[src/rtl/tmr8_pkg.sv]
// Package: constants for the eight-bit timer with input capture
package tmr8_pkg;
    // Counter width and reload value
    localparam int CNT_W = 8;
    localparam logic [7:0] CNT_RELOAD = 8'hfc;
    localparam logic [7:0] CNT_MAX = 8'hff;
    // Clock select encodings
    localparam logic [1:0] CLK_DIV4 = 2'h0;
    localparam logic [1:0] CLK_DIV2 = 2'h1;
    localparam logic [1:0] CLK_DIV8 = 2'h2;
    localparam logic [1:0] CLK_OSC = 2'h3;
    // Prescaler terminal counts (divide minus one)
    localparam logic [12:0] PRE_DIV2 = 13'h0001;
    localparam logic [12:0] PRE_DIV4 = 13'h0003;
    localparam logic [12:0] PRE_DIV8 = 13'h0007;
    localparam int OSC_DIV = 8000;
    localparam logic [12:0] PRE_OSC = 13'(OSC_DIV - 1);
    // Edge select encoding
    localparam logic EDGE_FALL = 1'b0;
    localparam logic EDGE_RISE = 1'b1;
    // Level of an input pin that is not bonded out
    localparam logic UNBONDED_LEVEL = 1'b1;
    // Reset value of the status flags
    localparam logic FLAG_RESET = 1'b0;
endpackage

[src/rtl/tmr8_capture.sv]
// Capture channel: synchroniser, edge detect, capture register and flag
`timescale 1ns/100ps
module tmr8_capture (
    // Clock and reset
    input wire logic mclk,
    input wire logic srst,
    // Pin and configuration
    input wire logic pin,
    input wire logic bonded,
    input wire logic edge_sel,
    input wire logic enable,
    // Counter and flag clearing
    input wire logic [7:0] count,
    input wire logic clear_req,
    // Results
    output logic [7:0] value,
    output logic flag,
    output logic event_seen
);
    logic sync1; // First stage, read only by sync2
    logic sync2; // Second stage
    logic sync3; // Third stage
    logic level; // Accepted pin level
    logic pin_lvl; // Pin as seen after bond check
    logic rise; // Qualified rising transition
    logic fall; // Qualified falling transition
    logic hit; // Active transition on this channel

    // Non-bonded pin reads as one
    assign pin_lvl = bonded ? pin : tmr8_pkg::UNBONDED_LEVEL; // RL20

    // Three-stage synchroniser
    always_ff @(posedge mclk) begin
        if (srst) begin
            sync1 <= tmr8_pkg::UNBONDED_LEVEL;
            sync2 <= tmr8_pkg::UNBONDED_LEVEL;
            sync3 <= tmr8_pkg::UNBONDED_LEVEL;
        end else begin
            sync1 <= pin_lvl;
            sync2 <= sync1;
            sync3 <= sync2;
        end
    end

    // Accepted level moves only once stages two and three agree
    always_ff @(posedge mclk) begin
        if (srst) begin
            level <= tmr8_pkg::UNBONDED_LEVEL;
        end else if (sync2 == sync3) begin
            level <= sync3;
        end
    end

    // A change counts once stages two and three agree; a one-cycle glitch is dropped
    assign rise = (sync2 == sync3) & sync3 & ~level;
    assign fall = (sync2 == sync3) & ~sync3 & level;
    // Only the transition picked by edge_sel is taken, and only while enabled
    assign hit = enable & ((edge_sel == tmr8_pkg::EDGE_RISE) ? rise : fall); // RL12 RL19 RL21

    // Capture register, always overwritten by the latest event
    always_ff @(posedge mclk) begin
        if (srst) begin
            value <= 8'h00;
        end else if (hit) begin
            value <= count; // RL11 RL13 RL16
        end
    end

    // Flag: a new event wins over a clear in the same cycle
    always_ff @(posedge mclk) begin
        if (srst) begin
            flag <= tmr8_pkg::FLAG_RESET;
        end else if (hit) begin
            flag <= 1'b1; // RL13
        end else if (clear_req) begin
            flag <= 1'b0; // RL15
        end
    end

    // One-cycle marker of an event, for the parent
    always_ff @(posedge mclk) begin
        if (srst) begin
            event_seen <= 1'b0;
        end else begin
            event_seen <= hit;
        end
    end
endmodule // tmr8_capture

[src/rtl/tmr8_timer.sv]
// Top: eight-bit free-running counter with overflow and two capture channels
//
// What this block does
// RL1: Free-running 8-bit counter, prescaled tick source.
// RL2: Two counter reads; alternate never touches overflow.
// RL3: Writing either counter register reloads FCh.
// RL4: Reset and only reload value is FCh.
// RL5: FFh to 00h wrap sets overflow flag.
// RL6: Overflow irq needs enable and clear mask.
// RL7: Status read then main counter access clears.
// RL8: Alternate counter access leaves overflow unchanged.
// RL9: Timer keeps running in wait state.
// RL10: Halt stops counter; resumes from held value.
// RL11: Two capture registers latch counter on edge.
// RL12: Each capture input has own edge select.
// RL13: Capture event sets flag and loads value.
// RL14: One capture irq enable covers both channels.
// RL15: Status read then capture access clears flag.
// RL16: New capture overwrites older unread value.
// RL17: Both channels capture concurrently without interference.
// RL18: One-pulse or PWM leaves only channel b.
// RL19: Capture pins feed timer directly, except channel a in one-pulse or PWM.
// RL20: Unbonded timer input reads as one.
// RL21: Edge select zero falling, one rising.
// RL22: Disable bit freezes prescaler and counter.
// RL23: Clock select 00 /4, 01 /2, 10 /8, 11 osc.
`timescale 1ns/100ps
module tmr8_timer #(
    parameter int OSC_DIV = tmr8_pkg::OSC_DIV // Oscillator divide, shortenable
) (
    // Clock and reset
    input wire logic mclk,
    input wire logic srst,
    // Halved oscillator clock as a level; each rising edge is one source tick
    input wire logic halved_osc_clock,
    // Processor state
    input wire logic wait_mode,
    input wire logic halt_mode,
    input wire logic cpu_irq_mask,
    // Configuration bits
    input wire logic [1:0] clock_select_field,
    input wire logic timer_disable_bit,
    input wire logic overflow_irq_enable,
    input wire logic capture_irq_enable,
    input wire logic capture_edge_sel_a,
    input wire logic capture_edge_sel_b,
    input wire logic one_pulse_mode,
    input wire logic pwm_mode,
    // Register access strobes, one cycle each
    input wire logic status_read,
    input wire logic counter_access,
    input wire logic counter_write,
    input wire logic alt_counter_access,
    input wire logic alt_counter_write,
    input wire logic capture_a_access,
    input wire logic capture_b_access,
    // Capture pins
    input wire logic capture_pin_a,
    input wire logic capture_pin_b,
    input wire logic capture_pin_a_bonded,
    input wire logic capture_pin_b_bonded,
    // Register values
    output logic [7:0] counter_value_reg,
    output logic [7:0] alt_counter_value_reg,
    output logic [7:0] capture_value_a,
    output logic [7:0] capture_value_b,
    // Status flags
    output logic overflow_flag,
    output logic capture_flag_a,
    output logic capture_flag_b,
    // Interrupt requests
    output logic overflow_irq,
    output logic capture_irq
);
    localparam logic [12:0] PRE_OSC = 13'(OSC_DIV - 1); // Oscillator terminal count

    logic [12:0] pre_cnt; // Prescaler count
    logic [12:0] pre_top; // Terminal count for the selected source
    logic osc_sync1; // Oscillator tick, stage one
    logic osc_sync2; // Oscillator tick, stage two
    logic osc_sync3; // Oscillator tick, stage three
    logic osc_lvl; // Accepted oscillator level
    logic osc_tick; // One-cycle oscillator edge
    logic src_tick; // Input to prescaler this cycle
    logic tick; // Counter advance enable
    logic run; // Timer allowed to count
    logic [7:0] count; // Free-running counter
    logic reload; // Software reload request
    logic wrap; // Counter wraps this cycle
    logic tof_armed; // Status seen with overflow set
    logic ica_armed; // Status seen with capture a set
    logic icb_armed; // Status seen with capture b set
    logic cap_a_en; // Channel a usable
    logic flag_a; // Channel a flag
    logic flag_b; // Channel b flag
    logic [7:0] val_a; // Channel a value
    logic [7:0] val_b; // Channel b value
    logic seen_a; // Channel a event marker
    logic seen_b; // Channel b event marker

    // Wait state not considered: only halt and disable stop counting
    assign run = ~timer_disable_bit & ~halt_mode; // RL9 RL10 RL22

    // Oscillator tick crosses in through three flops
    always_ff @(posedge mclk) begin
        if (srst) begin
            osc_sync1 <= 1'b0;
            osc_sync2 <= 1'b0;
            osc_sync3 <= 1'b0;
        end else begin
            osc_sync1 <= halved_osc_clock;
            osc_sync2 <= osc_sync1;
            osc_sync3 <= osc_sync2;
        end
    end

    // Accepted oscillator level, moves once stages two and three agree
    always_ff @(posedge mclk) begin
        if (srst) begin
            osc_lvl <= 1'b0;
        end else if (osc_sync2 == osc_sync3) begin
            osc_lvl <= osc_sync3;
        end
    end
    // Source must stay high two cycles or the rise is not counted
    assign osc_tick = (osc_sync2 == osc_sync3) & osc_sync3 & ~osc_lvl;

    // Clock select decode
    always_comb begin
        case (clock_select_field)
            tmr8_pkg::CLK_DIV4: pre_top = tmr8_pkg::PRE_DIV4; // RL23
            tmr8_pkg::CLK_DIV2: pre_top = tmr8_pkg::PRE_DIV2; // RL23
            tmr8_pkg::CLK_DIV8: pre_top = tmr8_pkg::PRE_DIV8; // RL23
            default: pre_top = PRE_OSC; // RL23
        endcase
    end
    assign src_tick = (clock_select_field == tmr8_pkg::CLK_OSC) ? osc_tick : 1'b1;

    // Prescaler, frozen while stopped; restarts on reload
    always_ff @(posedge mclk) begin
        if (srst || reload) begin
            pre_cnt <= 13'h0000;
        end else if (run && src_tick) begin
            if (pre_cnt >= pre_top) begin
                pre_cnt <= 13'h0000; // RL1
            end else begin
                pre_cnt <= pre_cnt + 13'h0001;
            end
        end
    end
    assign tick = run && src_tick && (pre_cnt >= pre_top);

    // Either counter register write reloads
    assign reload = counter_write | alt_counter_write; // RL3
    assign wrap = tick && (count == tmr8_pkg::CNT_MAX) && !reload;

    // Counter: reset and reload both load FCh
    always_ff @(posedge mclk) begin
        if (srst) begin
            count <= tmr8_pkg::CNT_RELOAD; // RL4
        end else if (reload) begin
            count <= tmr8_pkg::CNT_RELOAD; // RL3 RL4
        end else if (tick) begin
            count <= count + 8'h01; // RL1 RL5
        end
    end

    // Both read ports mirror the counter
    always_ff @(posedge mclk) begin
        if (srst) begin
            counter_value_reg <= tmr8_pkg::CNT_RELOAD;
            alt_counter_value_reg <= tmr8_pkg::CNT_RELOAD;
        end else begin
            counter_value_reg <= count; // RL2
            alt_counter_value_reg <= count; // RL2
        end
    end

    // Arming: status read while flag is set; kept until the matching access
    always_ff @(posedge mclk) begin
        if (srst) begin
            tof_armed <= 1'b0;
        end else if (counter_access) begin
            tof_armed <= 1'b0;
        end else if (status_read && overflow_flag) begin
            tof_armed <= 1'b1; // RL7
        end
    end

    // Overflow flag: wrap wins over clear; alternate access is ignored
    always_ff @(posedge mclk) begin
        if (srst) begin
            overflow_flag <= tmr8_pkg::FLAG_RESET;
        end else if (wrap) begin
            overflow_flag <= 1'b1; // RL5
        end else if (counter_access && tof_armed) begin
            overflow_flag <= 1'b0; // RL7 RL8
        end
    end

    // Channel a is taken over by one-pulse and PWM operation
    assign cap_a_en = ~one_pulse_mode & ~pwm_mode; // RL18

    // Capture arming per channel
    always_ff @(posedge mclk) begin
        if (srst) begin
            ica_armed <= 1'b0;
            icb_armed <= 1'b0;
        end else begin
            if (capture_a_access) begin
                ica_armed <= 1'b0;
            end else if (status_read && flag_a) begin
                ica_armed <= 1'b1; // RL15
            end
            if (capture_b_access) begin
                icb_armed <= 1'b0;
            end else if (status_read && flag_b) begin
                icb_armed <= 1'b1; // RL15
            end
        end
    end

    // Independent channels share only the counter
    tmr8_capture u_cap_a ( // RL17
        .mclk(mclk),
        .srst(srst),
        .pin(capture_pin_a),
        .bonded(capture_pin_a_bonded),
        .edge_sel(capture_edge_sel_a),
        .enable(cap_a_en),
        .count(count),
        .clear_req(capture_a_access && ica_armed),
        .value(val_a),
        .flag(flag_a),
        .event_seen(seen_a)
    );
    tmr8_capture u_cap_b (
        .mclk(mclk),
        .srst(srst),
        .pin(capture_pin_b),
        .bonded(capture_pin_b_bonded),
        .edge_sel(capture_edge_sel_b),
        .enable(1'b1),
        .count(count),
        .clear_req(capture_b_access && icb_armed),
        .value(val_b),
        .flag(flag_b),
        .event_seen(seen_b)
    );

    // Capture outputs registered once more
    always_ff @(posedge mclk) begin
        if (srst) begin
            capture_value_a <= 8'h00;
            capture_value_b <= 8'h00;
            capture_flag_a <= 1'b0;
            capture_flag_b <= 1'b0;
        end else begin
            capture_value_a <= val_a;
            capture_value_b <= val_b;
            capture_flag_a <= flag_a;
            capture_flag_b <= flag_b;
        end
    end

    // Requests stay pending in the flags until enable and mask allow
    always_ff @(posedge mclk) begin
        if (srst) begin
            overflow_irq <= 1'b0;
            capture_irq <= 1'b0;
        end else begin
            overflow_irq <= overflow_flag & overflow_irq_enable & ~cpu_irq_mask; // RL6
            capture_irq <= (flag_a | flag_b) & capture_irq_enable & ~cpu_irq_mask; // RL14
        end
    end
endmodule // tmr8_timer

[config.mk]
export PLATFORM = sky130hd
export DESIGN_NAME = tmr8_timer
export DESIGN_NICKNAME = d
export VERILOG_FILES = /design/src/rtl/tmr8_pkg.sv /design/src/rtl/tmr8_capture.sv /design/src/rtl/tmr8_timer.sv
export SDC_FILE = /design/constraint.sdc
export NUM_CORES = 1
export LEC_CHECK = 0
export BUFFER_PORTS_ARGS = -buffer_cell sky130_fd_sc_hd__buf_2
export CAP_MARGIN = 30
export CORE_AREA = 4 4 83 85
export DETAILED_ROUTE_END_ITERATION = 7
export DIE_AREA = 0 0 87 89
export PLACE_DENSITY_LB_ADDON = 0.3
export SETUP_SLACK_MARGIN = 0.3
export SYNTH_ARGS = -nofsm -noshare
export SYNTH_HDL_FRONTEND = slang
export SYNTH_HIERARCHICAL = 1
export SYNTH_SLANG_ARGS = --single-unit
export TNS_END_PERCENT = 10
[constraint.sdc]
create_clock -name mclk -period 5.2 [get_ports mclk]
set_input_delay 1.04 -clock mclk [delete_from_list [all_inputs] [get_ports mclk]]
set_output_delay 1.04 -clock mclk [all_outputs]
set_load 0.03 [all_outputs]
==> results of run 1 <==
## layout make-up
type	count	area, sq um
clock buffers	10	138
clock inverters	6	87.6
fillers	517	2230
inverters	12	45.0
multi-input cells	238	1640
flip-flops and latches	83	1660
well taps	77	96.3
repair buffers	61	308
## metal layers
layer	vias to the layer above	wire, microns	track usage [%]	part of all wire [%]
met5	-	0	0	0
met4	0	135	9.35	2.1
met3	12	386	3.69	6.0
met2	68	2940	29.7	46
met1	1158	2950	22.0	46
li1	1313	-	-	-
## power groups by stage
| stage | logic, mW | clock network [mW] | registers, mW |
|---|---|---|---|
| finish | 0.0485 | 0.507 | 0.643 |
| global route | 0.0555 | 0.548 | 0.643 |
| CTS | 0.0489 | 0.519 | 0.643 |
| detailed placement | 0.0487 | 0 | 0.658 |
| global placement | 0.0470 | 0 | 0.657 |
| floorplan | 0.0310 | 0 | 0.658 |
## how the worst min path moves through the flow
| stage | startpoint | end | slack [ns] | cells after the start |
|---|---|---|---|---|
| finish | u_cap_b/sync1 | u_cap_b/sync2 | 0.42 | 1 |
| CTS | u_cap_b/sync1 | u_cap_b/sync2 | 0.42 | 1 |
| global route | u_cap_b/sync1 | u_cap_b/sync2 | 0.43 | 1 |
| detailed placement | u_cap_b/sync1 | u_cap_b/sync2 | 0.40 | 1 |
| floorplan | u_cap_a/sync1 | u_cap_a/sync2 | 0.39 | 1 |
| global placement | u_cap_a/sync1 | u_cap_a/sync2 | 0.39 | 1 |
## cell usage in the layout (no fill, tap or decap), drive strengths merged, types with 3 or more instances in the layout
cell	count
nor2b	25
o211ai	3
nand4	5
ha	17
mux2i	15
xor2	5
a21oi	10
nand3	15
nand4b	4
or4	5
nor2	22
nand2b	7
a41o	5
o21ai	6
nor3	8
clkinv	3
dfxtp	83
or3	3
xnor2	7
buf	61
nor4	5
clkbuf	10
or2	8
o31ai	6
inv	13
nand2	40
and3	3
## stage by stage
stage	utilization [%]	instances
2_1_floorplan	-	351
3_3_place_gp	60.5	471
3_5_place_dp	60.5	471
4_1_cts	64.1	487
5_1_grt	64.1	487
6_report	64.1	487
==> summary.txt, run 1 <==
Power and ir drop
  • Clock power share: 42.3%
  • Power Total: 1.20 mW
  • Switch share: 21.3%
  • Cell internal pwr: 0.943 mW
  • Power share of the sequential group: 53.6%
  • Power density over cell area: 301 nW/um^2
  • Switching power: 0.255 mW
  • Peak VDD IR: 0.186 mV
  • Leakage: 1.73 nW
  • Comb power frac: 4.0%

Worst setup path
  • Setup CP Type: in2reg
  • R2R setup slack: 2.59 ns
  • CP arrival: 3.49 ns
  • Slowest cell delay on critical path: 0.90 ns
  • Worst flop-to-flop path endpoint: pre_cnt[2]
  • Cells on worst reg2reg path: 6
  • Reg-to-reg critical path startpoint: osc_sync2
  • Crit path launch type: input port
  • Delay-heaviest family, CP: compound AO/OA/AOI/OAI gates
  • Req. time, crit path: 5.39 ns
  • Top cell by count, worst path: o21ai_0
  • WP depth: 8
  • Crit-path slowest cell: o21ai_1
  • Critical path launch point: clock_select_field[1]
  • CP Capture Type: register
  • Critical Path Fanout Max: 17
  • Buf/Inv on CP: 1
  • Crit path cell chain: buf_2 > nand2_1 > ha_1 > o21ai_0 > o21ai_0 > o211ai_1 > o21ai_1 > nor2_1
  • Worst Setup EP: pre_cnt[2]

Synthesis
  • Syn Inst Count: 350
  • Syn. warnings: 6
  • Synth Cell Area: 3460 sq um
  • Syn_area_per_cell: 9.90 sq um

Cells and area
  • Post-Layout Inst Area: 3980 sq um
  • # diodes: 0
  • Reg with most FFs: pre_cnt
  • Max reg flops: 13
  • Fin nets: 448
  • P&R area growth vs syn: 14.9%
  • Share of cells above drive strength 1: 23.4%

Outcome
  • Status: finished, final reports clean

Floorplanning
  • Initial Util: 55.8%
  • Cell row count: 29
  • Die width: 87 microns
  • # IOs: 63
  • Die area: 7740 sq um
  • Core Area: 6200 sq um
  • Die Ht: 89 microns

Detailed routing
  • Final WL: 6400 microns
  • Drt first-iter violations: 107
  • Pre-Repair DR Iteration Count: 4
  • Vias: 2551
  • DR WL/cell: 13.1 microns
  • Vias per cell: 5.24
  • DRT antenna net count: 0
  • DRC: 0

Place
  • GPL Wtd Cong: 0.814
  • Placed instance area: 3750 sq um
  • DP HPWL: 4490 microns
  • Dpl ws: 1.57 ns
  • IO buf count: 60

Timing
  • Endpoints failing hold: 0
  • Fin Clk Skew: 0.00850 ns
  • FMAX: 0.303 GHz
  • Period minus WS final: 3.30 ns
  • Final Slew Violations: 0
  • Hold Slack: 0.420 ns
  • Final worst slack: 1.90 ns
  • Final setup violation count: 0
  • Worst rel slew slack: 29.6%
  • Worst-Margin Slew: 1.05 ns
  • Final setup TNS: 0 ns
  • Period utilisation layout: 63.4%
  • RSZ-0062 raised after global routing: false

Clocking
  • CTS tree: yes
  • Post-cts resize count: 0
  • Sink Count: 83
  • Clk_lat worst skew: 0.35 ns
  • Clock transition at path regs: 0.08 ns
  • Root buffer cell: clkbuf_8
  • CTS buffer count: 9
  • CTS H-tree lvls: 3
  • CTS Buffer Depth: 2
  • Postcts setup bufs: 0
  • Post-CTS Hold Fix Bufs: 0

Global routing
  • Largest net degree at the start of global routing: 47
  • First-pass GRT wire length: 10900 microns
  • Vias in the first global route: 2363
  • Total track usage: 17.9%
  • Total overflow reported by the global router: 0
  • Initial antenna violation count: 0

Min path
  • Hold Path Class: reg2reg

Job
  • Number of max-cap violations: 0
Note: power is estimated with default switching activity, not from simulation.
==> run 2: changes to the inputs <==
CORE_AREA = 4 4 85 87   (was 4 4 83 85)
DIE_AREA = 0 0 89 91   (was 0 0 87 89)
clock period = 3.2 ns   (was 5.2 ns; I/O delays follow)
==> run 2 against run 1 <==
  * Cell area is essentially flat
  * Routed wire length grew 0.75%
  * Global-route usage shrank 1.1 points
  * Hold slack lost 0.0047 ns
  * Utilization shrank 1.5 points
  * First-iteration DRC count shrank 15%
  * Power grew 56%
  * Die area grew 4.6%
==> summary.txt, run 2 (synthesis gave the netlist of run 1 again) <==
Timing
  • Worst-Margin Slew: 0.880 ns
  • Worst rel slew slack: 40.9%
  • Final Slew Violations: 0
  • Period minus WS final: 2.56 ns
  • Final setup TNS: 0 ns
  • Final setup violation count: 0
  • Endpoints failing hold: 0
  • Period utilisation layout: 80.1%
  • RSZ-0062 raised after global routing: false
  • Fin Clk Skew: 0.00639 ns
  • FMAX: 0.390 GHz

Cells and area
  • FILL cells: 558
  • Commonest non-fill, non-tap cell in the layout: dfxtp_1
  • Share of cells above drive strength 1: 23.7%
  • Max reg flops: 13
  • # diodes: 0
  • Post-Layout Inst Area: 3980 sq um
  • P&R area growth vs syn: 14.8%
  • Reg with most FFs: pre_cnt
  • Layout Cells excl Fill: 490
  • Fin nets: 451
  • Commonest non-fill, non-tap cells in the layout: dfxtp_1 (83), buf_2 (60), nand2_1 (38)
  • Area of the multi-input gates: 1640 sq um
  • Storage element area: 1660 sq um

Worst setup path
  • Slowest cell delay on critical path: 0.73 ns
  • Worst Setup EP: pre_cnt[4]
  • Top cell by count, worst path: nand2_1
  • Req. time, crit path: 3.40 ns
  • CP arrival: 2.77 ns
  • Worst flop-to-flop path endpoint: pre_cnt[4]
  • Critical path launch point: clock_select_field[1]
  • Reg-to-reg critical path startpoint: pre_cnt[8]
  • Crit-path slowest cell: o21ai_1
  • R2R setup slack: 0.99 ns
  • Setup CP Type: in2reg
  • CP Capture Type: register
  • Crit path launch type: input port
  • Crit path cell chain: buf_2 > nand2_1 > ha_1 > nand2_1 > nor4_2 > a221oi_4 > o21ai_1 > nor2_1
  • Critical Path Fanout Max: 13
  • Cells on worst reg2reg path: 6

Global routing
  • Vias in the first global route: 2448
  • Largest net degree at the start of global routing: 33
  • First-pass GRT wire length: 10900 microns
  • Initial antenna violation count: 0
  • Total track usage: 16.8%
  • Total overflow reported by the global router: 0

Clocking
  • CTS Buffer Depth: 2
  • Root buffer cell: clkbuf_8
  • CTS H-tree lvls: 3
  • Postcts setup bufs: 0
  • Post-cts resize count: 0
  • CTS tree: yes
  • Clock transition at path regs: 0.08 ns
  • Post-CTS Hold Fix Bufs: 0
  • CTS buffer count: 9
  • Clk_lat worst skew: 0.35 ns
  • Sink Count: 83

Power and ir drop
  • Peak VDD IR: 0.332 mV
  • Power density over cell area: 470 nW/um^2
  • Leakage: 1.72 nW

Detailed routing
  • Vias per cell: 5.16
  • Final WL: 6450 microns
  • DR WL/cell: 13.2 microns
  • DRC: 0
  • Drt first-iter violations: 91
  • Vias: 2526
  • DRT antenna net count: 0
  • Pre-Repair DR Iteration Count: 4

Min path
  • Hold depth: 1
  • Hold Path Class: reg2reg

Floorplanning
  • Die Ht: 91 microns
  • Core Area: 6350 sq um
  • Die width: 89 microns
  • Cell row count: 29
  • # IOs: 63
  • Initial Util: 54.5%
  • Die area: 8100 sq um

Place
  • Placed cells: 474
  • DP HPWL: 4660 microns
  • IO buf count: 60
  • GPL Wtd Cong: 0.792
  • Placed instance area: 3780 sq um

Outcome
  • Status: finished, final reports clean

Job
  • Number of max-cap violations: 0
run 2: worst min-delay path by stage:
stage               slack [ns]       endpoint              from
finish                    0.41  u_cap_a/sync2     u_cap_a/sync1
floorplan                 0.39  u_cap_a/sync2     u_cap_a/sync1
global placement          0.39  u_cap_a/sync2     u_cap_a/sync1
detailed placement        0.40  u_cap_b/sync2     u_cap_b/sync1
CTS                       0.42  u_cap_a/sync2     u_cap_a/sync1
global route              0.43      ica_armed  capture_a_access
run 2: where the power goes:
group	internal [mW]	switching [mW]	total (mW)
Sequential	1.04	0.00441	1.04
Combinational	0.0321	0.0485	0.0806
Clock	0.385	0.361	0.746
Total	1.46	0.414	1.87
run 2: layout make-up:
type                       instances  area share [%]
inverter                          12            1.13
sequential                        83            41.8
clock buffer                      11            3.55
multi-input combinational        238            41.3
clock inverter                     5            1.51
tap                               77            2.42
timing repair buffer              64            8.30
run 2: per-stage QoR:
step / utilization (%) / setup slack, ns / hold WS, ns / total power [mW]
floorplan: - / 0.746 / 0.389 / 1.12
global placement: 59.5 / 0.322 / 0.394 / 1.15
detailed placement: 59.5 / 0.251 / 0.397 / 1.15
CTS: 62.6 / 0.641 / 0.417 / 1.89
global route: 62.6 / 0.358 / 0.431 / 1.96
finish: 62.6 / 0.635 / 0.415 / 1.87
run 2: worst max-delay path: cells and delay by family:
kind                     cells  cell delay (ns)
AO/OA/AOI/OAI                2             0.88
adder cells (fa/ha/maj)      1             0.40
buffers and inverters        1             0.10
AND/OR/NAND/NOR              4             0.74
run 2: metal layers:
| layer | vias to the layer above | wire length (microns) | track usage (%) |
|---|---|---|---|
| met3 | 15 | 346 | 4.43 |
| met1 | 1142 | 3030 | 21.5 |
| met4 | 0 | 155 | 6.82 |
| met5 | - | 0 | 0 |
| li1 | 1315 | - | - |
| met2 | 54 | 2920 | 26.7 |
